`src/rtl/tmr_pkg.sv`:
```
package tmr_pkg;

  // Register byte offsets on the APB window
  localparam logic [7:0] ADDR_CTRL  = 8'h00;
  localparam logic [7:0] ADDR_COUNT = 8'h04;
  localparam logic [7:0] ADDR_CMPA  = 8'h08;
  localparam logic [7:0] ADDR_CMPB  = 8'h0C;
  localparam logic [7:0] ADDR_FLAGS = 8'h10;
  localparam logic [7:0] ADDR_IRQEN = 8'h14;

  // Control word layout
  localparam int CTRL_W       = 12;
  localparam int FORCE_A_BIT  = 16;
  localparam int FORCE_B_BIT  = 17;

  // Flag bit positions
  localparam int FLAG_OVF     = 0;
  localparam int FLAG_CMPA    = 1;
  localparam int FLAG_CMPB    = 2;

  // Reset values and count limits
  localparam logic [7:0] CNT_RST   = 8'h00;
  localparam logic [7:0] CMP_RST   = 8'h00;
  localparam logic [2:0] FLAG_RST  = 3'h0;
  localparam logic [2:0] IRQEN_RST = 3'h0;
  localparam logic [7:0] CNT_MAX   = 8'hFF;
  localparam logic [7:0] CNT_BOT   = 8'h00;

  // Prescaler masks: a tick when the masked divider bits are all one
  localparam logic [9:0] DIV_1    = 10'h000;
  localparam logic [9:0] DIV_8    = 10'h007;
  localparam logic [9:0] DIV_32   = 10'h01F;
  localparam logic [9:0] DIV_64   = 10'h03F;
  localparam logic [9:0] DIV_128  = 10'h07F;
  localparam logic [9:0] DIV_256  = 10'h0FF;
  localparam logic [9:0] DIV_1024 = 10'h3FF;

  typedef enum logic [2:0] {
    TMR_NORMAL   = 3'b000,
    TMR_PC_FF    = 3'b001,
    TMR_CTC      = 3'b010,
    TMR_FAST_FF  = 3'b011,
    TMR_RES4     = 3'b100,
    TMR_PC_OCR   = 3'b101,
    TMR_RES6     = 3'b110,
    TMR_FAST_OCR = 3'b111
  } tmr_mode_t;

  typedef enum logic [1:0] {
    TMR_ACT_NONE   = 2'b00,
    TMR_ACT_TOGGLE = 2'b01,
    TMR_ACT_CLEAR  = 2'b10,
    TMR_ACT_SET    = 2'b11
  } tmr_act_t;

  // Bits [11:0] of the control register, msb first
  typedef struct packed {
    logic [1:0] pin_dir;
    tmr_act_t   act_b;
    tmr_act_t   act_a;
    logic [2:0] presc;
    tmr_mode_t  mode;
  } tmr_ctrl_t;

  localparam tmr_ctrl_t CTRL_RST = '0;

endpackage

```
`src/rtl/tmr_timer8.sv`:
```
// How it works
// Counting sequence follows waveform mode only; output action affects pins.
// Normal mode counts up always, wrapping 0xFF to 0x00.
// Normal mode sets overflow flag as count becomes zero; only set.
// Normal mode accepts a CPU count write at any moment.
// Clear-on-match mode clears count on compare A match; A is TOP.
// Clear-on-match compare A is direct; low writes run to 0xFF first.
// Clear-on-match with action 1 toggles channel A output per match.
// Clear-on-match sets overflow flag when count passes MAX to zero.
// Fast PWM counts BOTTOM to TOP; TOP is 0xFF or compare A.
// Fast PWM clears the count on the tick after count equals TOP.
// Fast PWM action 2 clears on match, sets at BOTTOM; 3 inverts.
// Fast PWM sets overflow flag each time count reaches TOP.
// Fast PWM compare BOTTOM gives spike; MAX gives constant level.
// Fast PWM action 1 toggles per match; compare stays double buffered.
// Phase correct counts up to TOP then down to BOTTOM repeatedly.
// Phase correct holds TOP one tick, then reverses direction.
// Phase correct action 2 clears on up match, sets down; 3 inverts.
// Phase correct sets overflow flag each time count reaches BOTTOM.
// Compare output drives its pin only while pin direction is output.
// Timer tick is ref clock divided by 1,8,32,64,128,256 or 1024.
// Action zero leaves the internal compare output untouched on match.
// Compare flag sets one tick after match; write one clears it.
// Prescale zero stops the timer; count stays readable and writable.
// Interrupt request while any set flag has its enable set.
module tmr_timer8 (
  input  wire logic        ref_clk,
  input  wire logic        rst_n,
  input  wire logic        psel,
  input  wire logic        penable,
  input  wire logic        pwrite,
  input  wire logic [7:0]  paddr,
  input  wire logic [31:0] pwdata,
  output logic [31:0]      prdata,
  output logic             pready,
  output logic             pslverr,
  output logic [1:0]       cmp_out,
  output logic [1:0]       cmp_out_oe,
  output logic             irq
);

  tmr_pkg::tmr_ctrl_t ctrl_r;
  logic [7:0]         cnt_r;
  logic [7:0]         cnt_nxt;
  logic               down_r;
  logic               down_nxt;
  logic               blk_r;
  logic [9:0]         div_r;
  logic [2:0]         flag_r;
  logic [2:0]         flag_nxt;
  logic [2:0]         irq_en_r;
  logic [31:0]        prdata_r;
  logic [7:0]         buf_r   [2];
  logic [7:0]         act_r   [2];
  logic [1:0]         oc_r;
  logic [1:0]         hit;
  logic [1:0]         force_st;
  logic [1:0]         cmp_wr;

  // Bus decode
  wire setup   = psel & ~penable;
  wire access  = psel & penable;
  wire hit_ctl = paddr == tmr_pkg::ADDR_CTRL;
  wire hit_cnt = paddr == tmr_pkg::ADDR_COUNT;
  wire hit_ca  = paddr == tmr_pkg::ADDR_CMPA;
  wire hit_cb  = paddr == tmr_pkg::ADDR_CMPB;
  wire hit_flg = paddr == tmr_pkg::ADDR_FLAGS;
  wire hit_ien = paddr == tmr_pkg::ADDR_IRQEN;
  wire mapped  = hit_ctl | hit_cnt | hit_ca | hit_cb | hit_flg | hit_ien;
  wire wr      = access & pwrite & mapped;
  wire ctl_wr  = wr & hit_ctl;
  wire cnt_wr  = wr & hit_cnt;
  wire flg_wr  = wr & hit_flg;
  wire ien_wr  = wr & hit_ien;

  assign cmp_wr[0] = wr & hit_ca;
  assign cmp_wr[1] = wr & hit_cb;

  // Zero wait states; unmapped addresses answer with an error
  assign pready  = 1'b1;
  assign pslverr = access & ~mapped;
  assign prdata  = prdata_r;

  // Read sources, zero-extended to the bus width
  wire [31:0] rd_ctl = {20'h0_0000, ctrl_r};
  wire [31:0] rd_cnt = {24'h00_0000, cnt_r};
  wire [31:0] rd_ca  = {24'h00_0000, buf_r[0]};
  wire [31:0] rd_cb  = {24'h00_0000, buf_r[1]};
  wire [31:0] rd_flg = {29'h000_0000, flag_r};
  wire [31:0] rd_ien = {29'h000_0000, irq_en_r};

  // Unmapped reads return zero so a stray access leaks nothing
  wire [31:0] rd_mux =
    hit_ctl ? rd_ctl :
    hit_cnt ? rd_cnt :
    hit_ca  ? rd_ca  :
    hit_cb  ? rd_cb  :
    hit_flg ? rd_flg :
    hit_ien ? rd_ien :
              32'h0000_0000;

  // Mode classes
  // Mode alone
  wire is_fast = ctrl_r.mode == tmr_pkg::TMR_FAST_FF |
                 ctrl_r.mode == tmr_pkg::TMR_FAST_OCR;
  wire is_pc   = ctrl_r.mode == tmr_pkg::TMR_PC_FF |
                 ctrl_r.mode == tmr_pkg::TMR_PC_OCR;
  wire is_ctc  = ctrl_r.mode == tmr_pkg::TMR_CTC;
  wire is_pwm  = is_fast | is_pc;
  wire top_ocr = ctrl_r.mode == tmr_pkg::TMR_FAST_OCR |
                 ctrl_r.mode == tmr_pkg::TMR_PC_OCR;

  // TOP selection
  wire [7:0] top_val = top_ocr ? act_r[0] : tmr_pkg::CNT_MAX;

  // Prescaler: shared free divider keeps the phase between selections
  // Divide select
  wire [9:0] div_mask =
    ctrl_r.presc == 3'd1 ? tmr_pkg::DIV_1    :
    ctrl_r.presc == 3'd2 ? tmr_pkg::DIV_8    :
    ctrl_r.presc == 3'd3 ? tmr_pkg::DIV_32   :
    ctrl_r.presc == 3'd4 ? tmr_pkg::DIV_64   :
    ctrl_r.presc == 3'd5 ? tmr_pkg::DIV_128  :
    ctrl_r.presc == 3'd6 ? tmr_pkg::DIV_256  :
                           tmr_pkg::DIV_1024;
  // First tick after a new selection may come early: the divider is shared
  wire div_hit = (div_r & div_mask) == div_mask;
  // Stopped timer
  wire run_en  = ctrl_r.presc != 3'd0;
  wire tick    = run_en & div_hit;

  // Counter sequencing
  wire at_top  = cnt_r == top_val;
  wire at_bot  = cnt_r == tmr_pkg::CNT_BOT;
  wire at_max  = cnt_r == tmr_pkg::CNT_MAX;
  wire [7:0] cnt_inc = cnt_r + 8'h01;
  wire [7:0] cnt_dec = cnt_r - 8'h01;
  wire match_a = (cnt_r == act_r[0]) & ~blk_r;

  // Hold TOP one tick, reverse
  wire pc_rev_dn = ~down_r & (cnt_r >= top_val);
  wire pc_rev_up = down_r & at_bot;
  // Dual slope
  wire [7:0] pc_next =
    (down_r & ~pc_rev_up) | pc_rev_dn ? cnt_dec : cnt_inc;

  // Clear on match
  wire ctc_clr  = is_ctc & match_a;
  // Clear after TOP
  wire fast_clr = is_fast & at_top;

  // Normal wrap
  wire [7:0] cnt_run =
    is_pc                ? pc_next           :
    (ctc_clr | fast_clr) ? tmr_pkg::CNT_BOT  :
                           cnt_inc;

  // CPU write has priority
  assign cnt_nxt = cnt_wr ? pwdata[7:0] :
                   tick   ? cnt_run     :
                            cnt_r;

  assign down_nxt = ~is_pc ? 1'b0                 :
                    ~tick  ? down_r               :
                    down_r ? ~pc_rev_up : pc_rev_dn;

  // Overflow event
  // Normal wrap
  // Clear-on-match wrap
  // Fast TOP
  // Phase correct BOTTOM
  wire ovf_fast = is_fast & at_top;
  wire ovf_pc   = is_pc & down_r & at_bot;
  wire ovf_wrap = ~is_pwm & at_max;
  wire ovf_ev   = tick & (ovf_fast | ovf_pc | ovf_wrap);

  // Double buffer reload point: BOTTOM for fast, TOP for phase correct
  // Buffered compare
  wire reload = tick & ((is_fast & at_top) | (is_pc & pc_rev_dn));

  // Fast PWM restart at BOTTOM
  wire fast_bot = tick & is_fast & at_top;

  // Phase correct match direction; extremes pinned for symmetry
  wire pc_up = at_bot ? 1'b1 : at_top ? 1'b0 : ~down_r;

  // Set wins over write-one clear
  assign flag_nxt =
    (flag_r & ~({3{flg_wr}} & pwdata[2:0])) |
    {tick & hit[1], tick & hit[0], ovf_ev};

  assign force_st[0] = ctl_wr & pwdata[tmr_pkg::FORCE_A_BIT] & ~is_pwm;
  assign force_st[1] = ctl_wr & pwdata[tmr_pkg::FORCE_B_BIT] & ~is_pwm;

  genvar g;
  generate
    for (g = 0; g < 2; g++) begin : g_chan
      tmr_pkg::tmr_act_t act;
      logic [7:0]        buf_nxt;
      logic              oc_nxt;

      assign act = (g == 0) ? ctrl_r.act_a : ctrl_r.act_b;
      assign hit[g] = (cnt_r == act_r[g]) & ~blk_r;
      assign buf_nxt = cmp_wr[g] ? pwdata[7:0] : buf_r[g];

      // Software always sees the buffer, never the active compare
      always_ff @(posedge ref_clk) begin
        if (!rst_n) begin
          buf_r[g] <= tmr_pkg::CMP_RST;
        end else begin
          buf_r[g] <= buf_nxt;
        end
      end

      // Direct in non-PWM
      always_ff @(posedge ref_clk) begin
        if (!rst_n) begin
          act_r[g] <= tmr_pkg::CMP_RST;
        end else if (!is_pwm || reload) begin
          act_r[g] <= buf_nxt;
        end
      end

      // Fast PWM restart level at BOTTOM per polarity
      wire bot_hi = fast_bot & (act == tmr_pkg::TMR_ACT_CLEAR);
      wire bot_lo = fast_bot & (act == tmr_pkg::TMR_ACT_SET);

      always_comb begin
        oc_nxt = oc_r[g];
        if (force_st[g] || (tick && hit[g])) begin
          case (act)
            // No action
            tmr_pkg::TMR_ACT_NONE: oc_nxt = oc_r[g];
            // Toggle
            // Toggle in fast
            tmr_pkg::TMR_ACT_TOGGLE: begin
              if (!is_pc) begin
                oc_nxt = ~oc_r[g];
              end
            end
            // Up clears, down sets
            tmr_pkg::TMR_ACT_CLEAR: begin
              if (is_pc) begin
                oc_nxt = ~pc_up;
              end else begin
                oc_nxt = 1'b0;
              end
            end
            tmr_pkg::TMR_ACT_SET: begin
              if (is_pc) begin
                oc_nxt = pc_up;
              end else begin
                oc_nxt = 1'b1;
              end
            end
            default: oc_nxt = oc_r[g];
          endcase
        end
        // BOTTOM wins over a same-tick match so MAX holds steady
        // Set or clear at BOTTOM
        // Extreme values
        if (bot_hi) begin
          oc_nxt = 1'b1;
        end
        if (bot_lo) begin
          oc_nxt = 1'b0;
        end
      end

      always_ff @(posedge ref_clk) begin
        if (!rst_n) begin
          oc_r[g] <= 1'b0;
        end else begin
          oc_r[g] <= oc_nxt;
        end
      end
    end
  endgenerate

  // Pin driven only as output
  assign cmp_out    = oc_r;
  assign cmp_out_oe = ctrl_r.pin_dir;

  // Interrupt request
  wire [2:0] irq_src = flag_r & irq_en_r;
  assign irq = |irq_src;

  always_ff @(posedge ref_clk) begin
    if (!rst_n) begin
      div_r <= 10'h000;
    end else begin
      div_r <= div_r + 10'h001;
    end
  end

  // A count write blocks the match of the next tick
  always_ff @(posedge ref_clk) begin
    if (!rst_n) begin
      blk_r <= 1'b0;
    end else if (cnt_wr) begin
      blk_r <= 1'b1;
    end else if (tick) begin
      blk_r <= 1'b0;
    end
  end

  always_ff @(posedge ref_clk) begin
    if (!rst_n) begin
      cnt_r <= tmr_pkg::CNT_RST;
    end else begin
      cnt_r <= cnt_nxt;
    end
  end

  // Direction resets to up so a fresh start climbs from BOTTOM
  always_ff @(posedge ref_clk) begin
    if (!rst_n) begin
      down_r <= 1'b0;
    end else begin
      down_r <= down_nxt;
    end
  end

  // Mode changes act at once; no glitch guard across a switch
  always_ff @(posedge ref_clk) begin
    if (!rst_n) begin
      ctrl_r <= tmr_pkg::CTRL_RST;
    end else if (ctl_wr) begin
      ctrl_r <= tmr_pkg::tmr_ctrl_t'(pwdata[tmr_pkg::CTRL_W-1:0]);
    end
  end

  always_ff @(posedge ref_clk) begin
    if (!rst_n) begin
      irq_en_r <= tmr_pkg::IRQEN_RST;
    end else if (ien_wr) begin
      irq_en_r <= pwdata[2:0];
    end
  end

  always_ff @(posedge ref_clk) begin
    if (!rst_n) begin
      flag_r <= tmr_pkg::FLAG_RST;
    end else begin
      flag_r <= flag_nxt;
    end
  end

  // Read data is captured in the setup cycle
  always_ff @(posedge ref_clk) begin
    if (!rst_n) begin
      prdata_r <= 32'h0000_0000;
    end else if (setup) begin
      prdata_r <= rd_mux;
    end
  end

endmodule

```
`config.mk`:
```
export PLATFORM = sky130hd
export DESIGN_NAME = tmr_timer8
export DESIGN_NICKNAME = d
export VERILOG_FILES = /design/src/rtl/tmr_pkg.sv /design/src/rtl/tmr_timer8.sv
export SDC_FILE = /design/constraint.sdc
export NUM_CORES = 1
export LEC_CHECK = 0
export BUFFER_PORTS_ARGS = -buffer_cell sky130_fd_sc_hd__buf_4
export CELL_PAD_IN_SITES_DETAIL_PLACEMENT = 1
export CELL_PAD_IN_SITES_GLOBAL_PLACEMENT = 2
export CORE_ASPECT_RATIO = 1.2
export CORE_MARGIN = 2
export CORE_UTILIZATION = 36
export DETAILED_ROUTE_END_ITERATION = 16
export PLACE_DENSITY_LB_ADDON = 0.1
export SLEW_MARGIN = 15
export SYNTH_ARGS = -nofsm -noshare
export SYNTH_HDL_FRONTEND = slang
export SYNTH_SLANG_ARGS = --single-unit
```
`constraint.sdc`:
```
create_clock -name ref_clk -period 5 [get_ports ref_clk]
set_clock_uncertainty 0.05 [all_clocks]
set_input_delay 1.25 -clock ref_clk [delete_from_list [all_inputs] [get_ports ref_clk]]
set_output_delay 1.25 -clock ref_clk [all_outputs]
set_load 0.02 [all_outputs]
```
==> run summary <==
Nature of the critical path endpoint = register
Initial antenna violation count = 0
Overall power = 1.50 mW
Sequential cell area = 0.00184 mm²
Final setup violation count = 0
Post-CTS Setup Repair Bufs = 0
Yosys warns = 0
WHS = 0.412 ns
Num CTS Buffers = 9
Reg2reg start = ctrl_r[2]
First-pass GRT wire length = 24200 µm
Post-Route WL = 15400 µm
First-pass iteration count of the detailed router = 4
Hold Path Origin = prdata[10]
Final Cell Area = 0.00537 mm²
Die width = 109 µm
Area growth, synth to finish = 13.3%
Share of cells above drive strength 1 = 12.8%
Per-cell routed wire length = 20.3 µm
Hpwl dp = 11400 µm
Clk slew on worst S/H paths = 0.07 ns
# IOs = 84
Seq cells post-synth = 84
Global route total overflow = 0
Die Height = 130 µm
Initial DRC Count = 172
Reg2Reg Depth = 10
I/O Buffers = 44
Pleak = 2.22 nW
Syn Inst Count = 566
Final-report hold violation count = 0
MaxCap Viol Count = 0
EDFF count, synth = 16
Worst skew pair latency = 0.35 ns
Vias in the first global route = 4277
Clock power share = 47.2%
N_diodes = 0
Worst Max-Slew Pin Slew = 1.15 ns
Setup CP Type = register to register
CORE AREA = 0.0127 mm²
Setup_tns = 0 ns
Part of the cycle the worst path needs = 75.6%
Unrepaired setup endpoints after global routing = no
Post-cts resize count = 0
Via density = 5.44
Final Slew Violations = 0
Cell Int Power = 1.12 mW
Worst min-delay path class = register to register
Combinational power share = 6.6%
Max clock buf depth = 2
Initial Util = 37.2%
Clock sinks = 84
Switching Fraction = 25.3%
Root buffer cell = clkbuf_16
Critical path fanouts, max = 17
Minimum clock period after layout = 3.78 ns
Final antenna-violating net count = 0
Sequential power share = 46.1%
Detailed-route via count = 4133
Syn Area/Cell = 8.36 µm²
Number of remaining DRC errors = 0
Achievable Freq = 264 MHz
Gpl congestion = 0.847
Worst Hold Path Cells = 2
FF-to-FF End = act_r[0][1]
Crit path DAT = 3.71 ns
GRT Overall Usage = 23.1%
Status = completed
Die area = 0.0141 mm²
Synth unique cells = 61
Crit path launch type = register
Reg2reg setup slack = 1.22 ns
Switching pwr = 380 µW
CTS tree = done
Multi-input logic area = 0.00259 mm²
PD cells = 280 mW/mm²
Hold Path Sink = prdata[10]
Fill count = 1590
Ys async rst share = 0%
CP Data Required Time = 4.93 ns
VDD IR-drop max = 133 µV
Relative slew slack = 23.3%
Largest net degree at the start of global routing = 53
Hold_buf cts = 0
Main synth FF type = dfxtp_1
Htree depth = 3
Seq/Total Area, Yosys = 38.9%
Synthesized area = 0.00473 mm²
Cell row count = 45
Final nets = 647
Finished Core Util = 42.2%
Dpl cell area = 0.00505 mm²
[worst max-delay path, stage by stage (launching register included)]
cell     delay, ns
dfxtp_1       0.47
nand2_1       0.28
or2_2         0.36
ha_1          0.29
and4_1        0.31
nand4_1       0.38
inv_1         0.25
a21oi_1       0.06
o21a_1        0.17
buf_4         0.20
nand2_1       0.57
[cell families (layout without fill, tap and decap cells)]
group	count (synthesis)	after routing	share of synthesized area, %
and+or+nand+nor	234	234	23.4
AOI/OAI and AO/OA	116	116	16.1
DFF	84	84	38.9
buffers and inverters	66	77	7.90
muxes	29	29	6.18
xor gates and xnor gates	24	24	4.44
adders and majority gates	11	11	2.91
other	2	21	0.159
[worst max-delay path by stage]
stage          startpoint     endpoint  slack, ns  depth (start not counted)
2_1_floorplan    paddr[3]      pslverr       1.40                          4
3_3_place_gp     paddr[5]  act_r[0][0]       1.09                          6
3_5_place_dp     paddr[5]  act_r[0][0]       1.06                          6
4_1_cts         ctrl_r[2]  act_r[1][1]       1.23                         10
5_1_grt         ctrl_r[2]  act_r[1][1]       1.05                         10
6_report        ctrl_r[2]  act_r[0][1]       1.22                         10
[final cells by class]
cell class,count,area share (%)
tap,164,3.82
clock buffer,11,5.13
timing repair buffer,50,6.99
multi-input combinational,435,48.3
clock inverter,5,0.699
sequential,84,34.3
inverter,11,0.769
[power groups by stage]
stage	sequential, mW	clock (mW)	combinational (mW)
6_report	0.694	0.710	0.0999
5_1_grt	0.694	0.748	0.109
4_1_cts	0.694	0.721	0.101
3_5_place_dp	0.710	0	0.101
3_3_place_gp	0.710	0	0.0994
2_1_floorplan	0.712	0	0.0647
[synthesized netlist by cell type, drive strengths merged, types with 3 or more instances]
| library cell | count | area [µm²] |
|---|---|---|
| nor3 | 35 | 185 |
| buf | 34 | 254 |
| nand4 | 7 | 43.8 |
| o21a | 4 | 30.0 |
| nor2b | 7 | 43.8 |
| nand2b | 4 | 25.0 |
| dfxtp | 68 | 1360 |
| inv | 11 | 41.3 |
| a221oi | 5 | 43.8 |
| a21o | 6 | 45.0 |
| ha | 11 | 138 |
| o22ai | 3 | 18.8 |
| a221o | 4 | 40.0 |
| o21ai | 23 | 115 |
| a22o | 5 | 43.8 |
| nor2 | 67 | 251 |
| nand3 | 19 | 95.1 |
| and4 | 4 | 35.0 |
| clkbuf | 21 | 78.8 |
| mux2i | 27 | 270 |
| a21oi | 42 | 210 |
| a2111oi | 3 | 27.5 |
| xnor2 | 16 | 140 |
| a211oi | 3 | 22.5 |
| o211ai | 3 | 22.5 |
| or3 | 5 | 36.3 |
| edfxtp | 16 | 480 |
| and2 | 5 | 33.8 |
| xor2 | 8 | 70.1 |
| nand2 | 71 | 267 |
[flip-flops by register name, summed over array words and instances, names as in the netlist]
register	count
act_r	16
buf_r	16
prdata	12
div_r	10
cnt_r	8
ctrl_r	6
g_chan.act	4
flag_r	3
irq_en_r	3
cmp_out	2
cmp_out_oe	2
blk_r	1
down_r	1
[cell usage in the layout (no fill, tap or decap), drive strengths merged, types with 6 or more instances in the layout]
cell type | netlist | routed
nand2 | 71 | 71
xnor2 | 16 | 16
xor2 | 8 | 8
nor3 | 35 | 35
buf | 34 | 50
dfxtp | 68 | 68
nand4 | 7 | 7
clkbuf | 21 | 11
a21o | 6 | 6
inv | 11 | 14
a21oi | 42 | 42
edfxtp | 16 | 16
conb | 2 | 21
o21ai | 23 | 23
nor2 | 67 | 67
ha | 11 | 11
mux2i | 27 | 27
nor2b | 7 | 7
nand3 | 19 | 19
[per-stage QoR]
stage	instances	setup slack (ns)
after floorplan	585	1.40
after global placement	744	1.09
after detailed placement	744	1.06
after CTS	760	1.23
after global routing	760	1.05
final	760	1.22
[metal layers]
layer  global-route usage [%]  vias up  share of wire, %
li1                         -     2009                 -
met1                     28.9     2031                44
met2                     39.4       71                50
met3                     3.47       22               2.8
met4                     9.88        0               3.2
met5                        0        -                 0
Power figures use the tool's default switching activity.
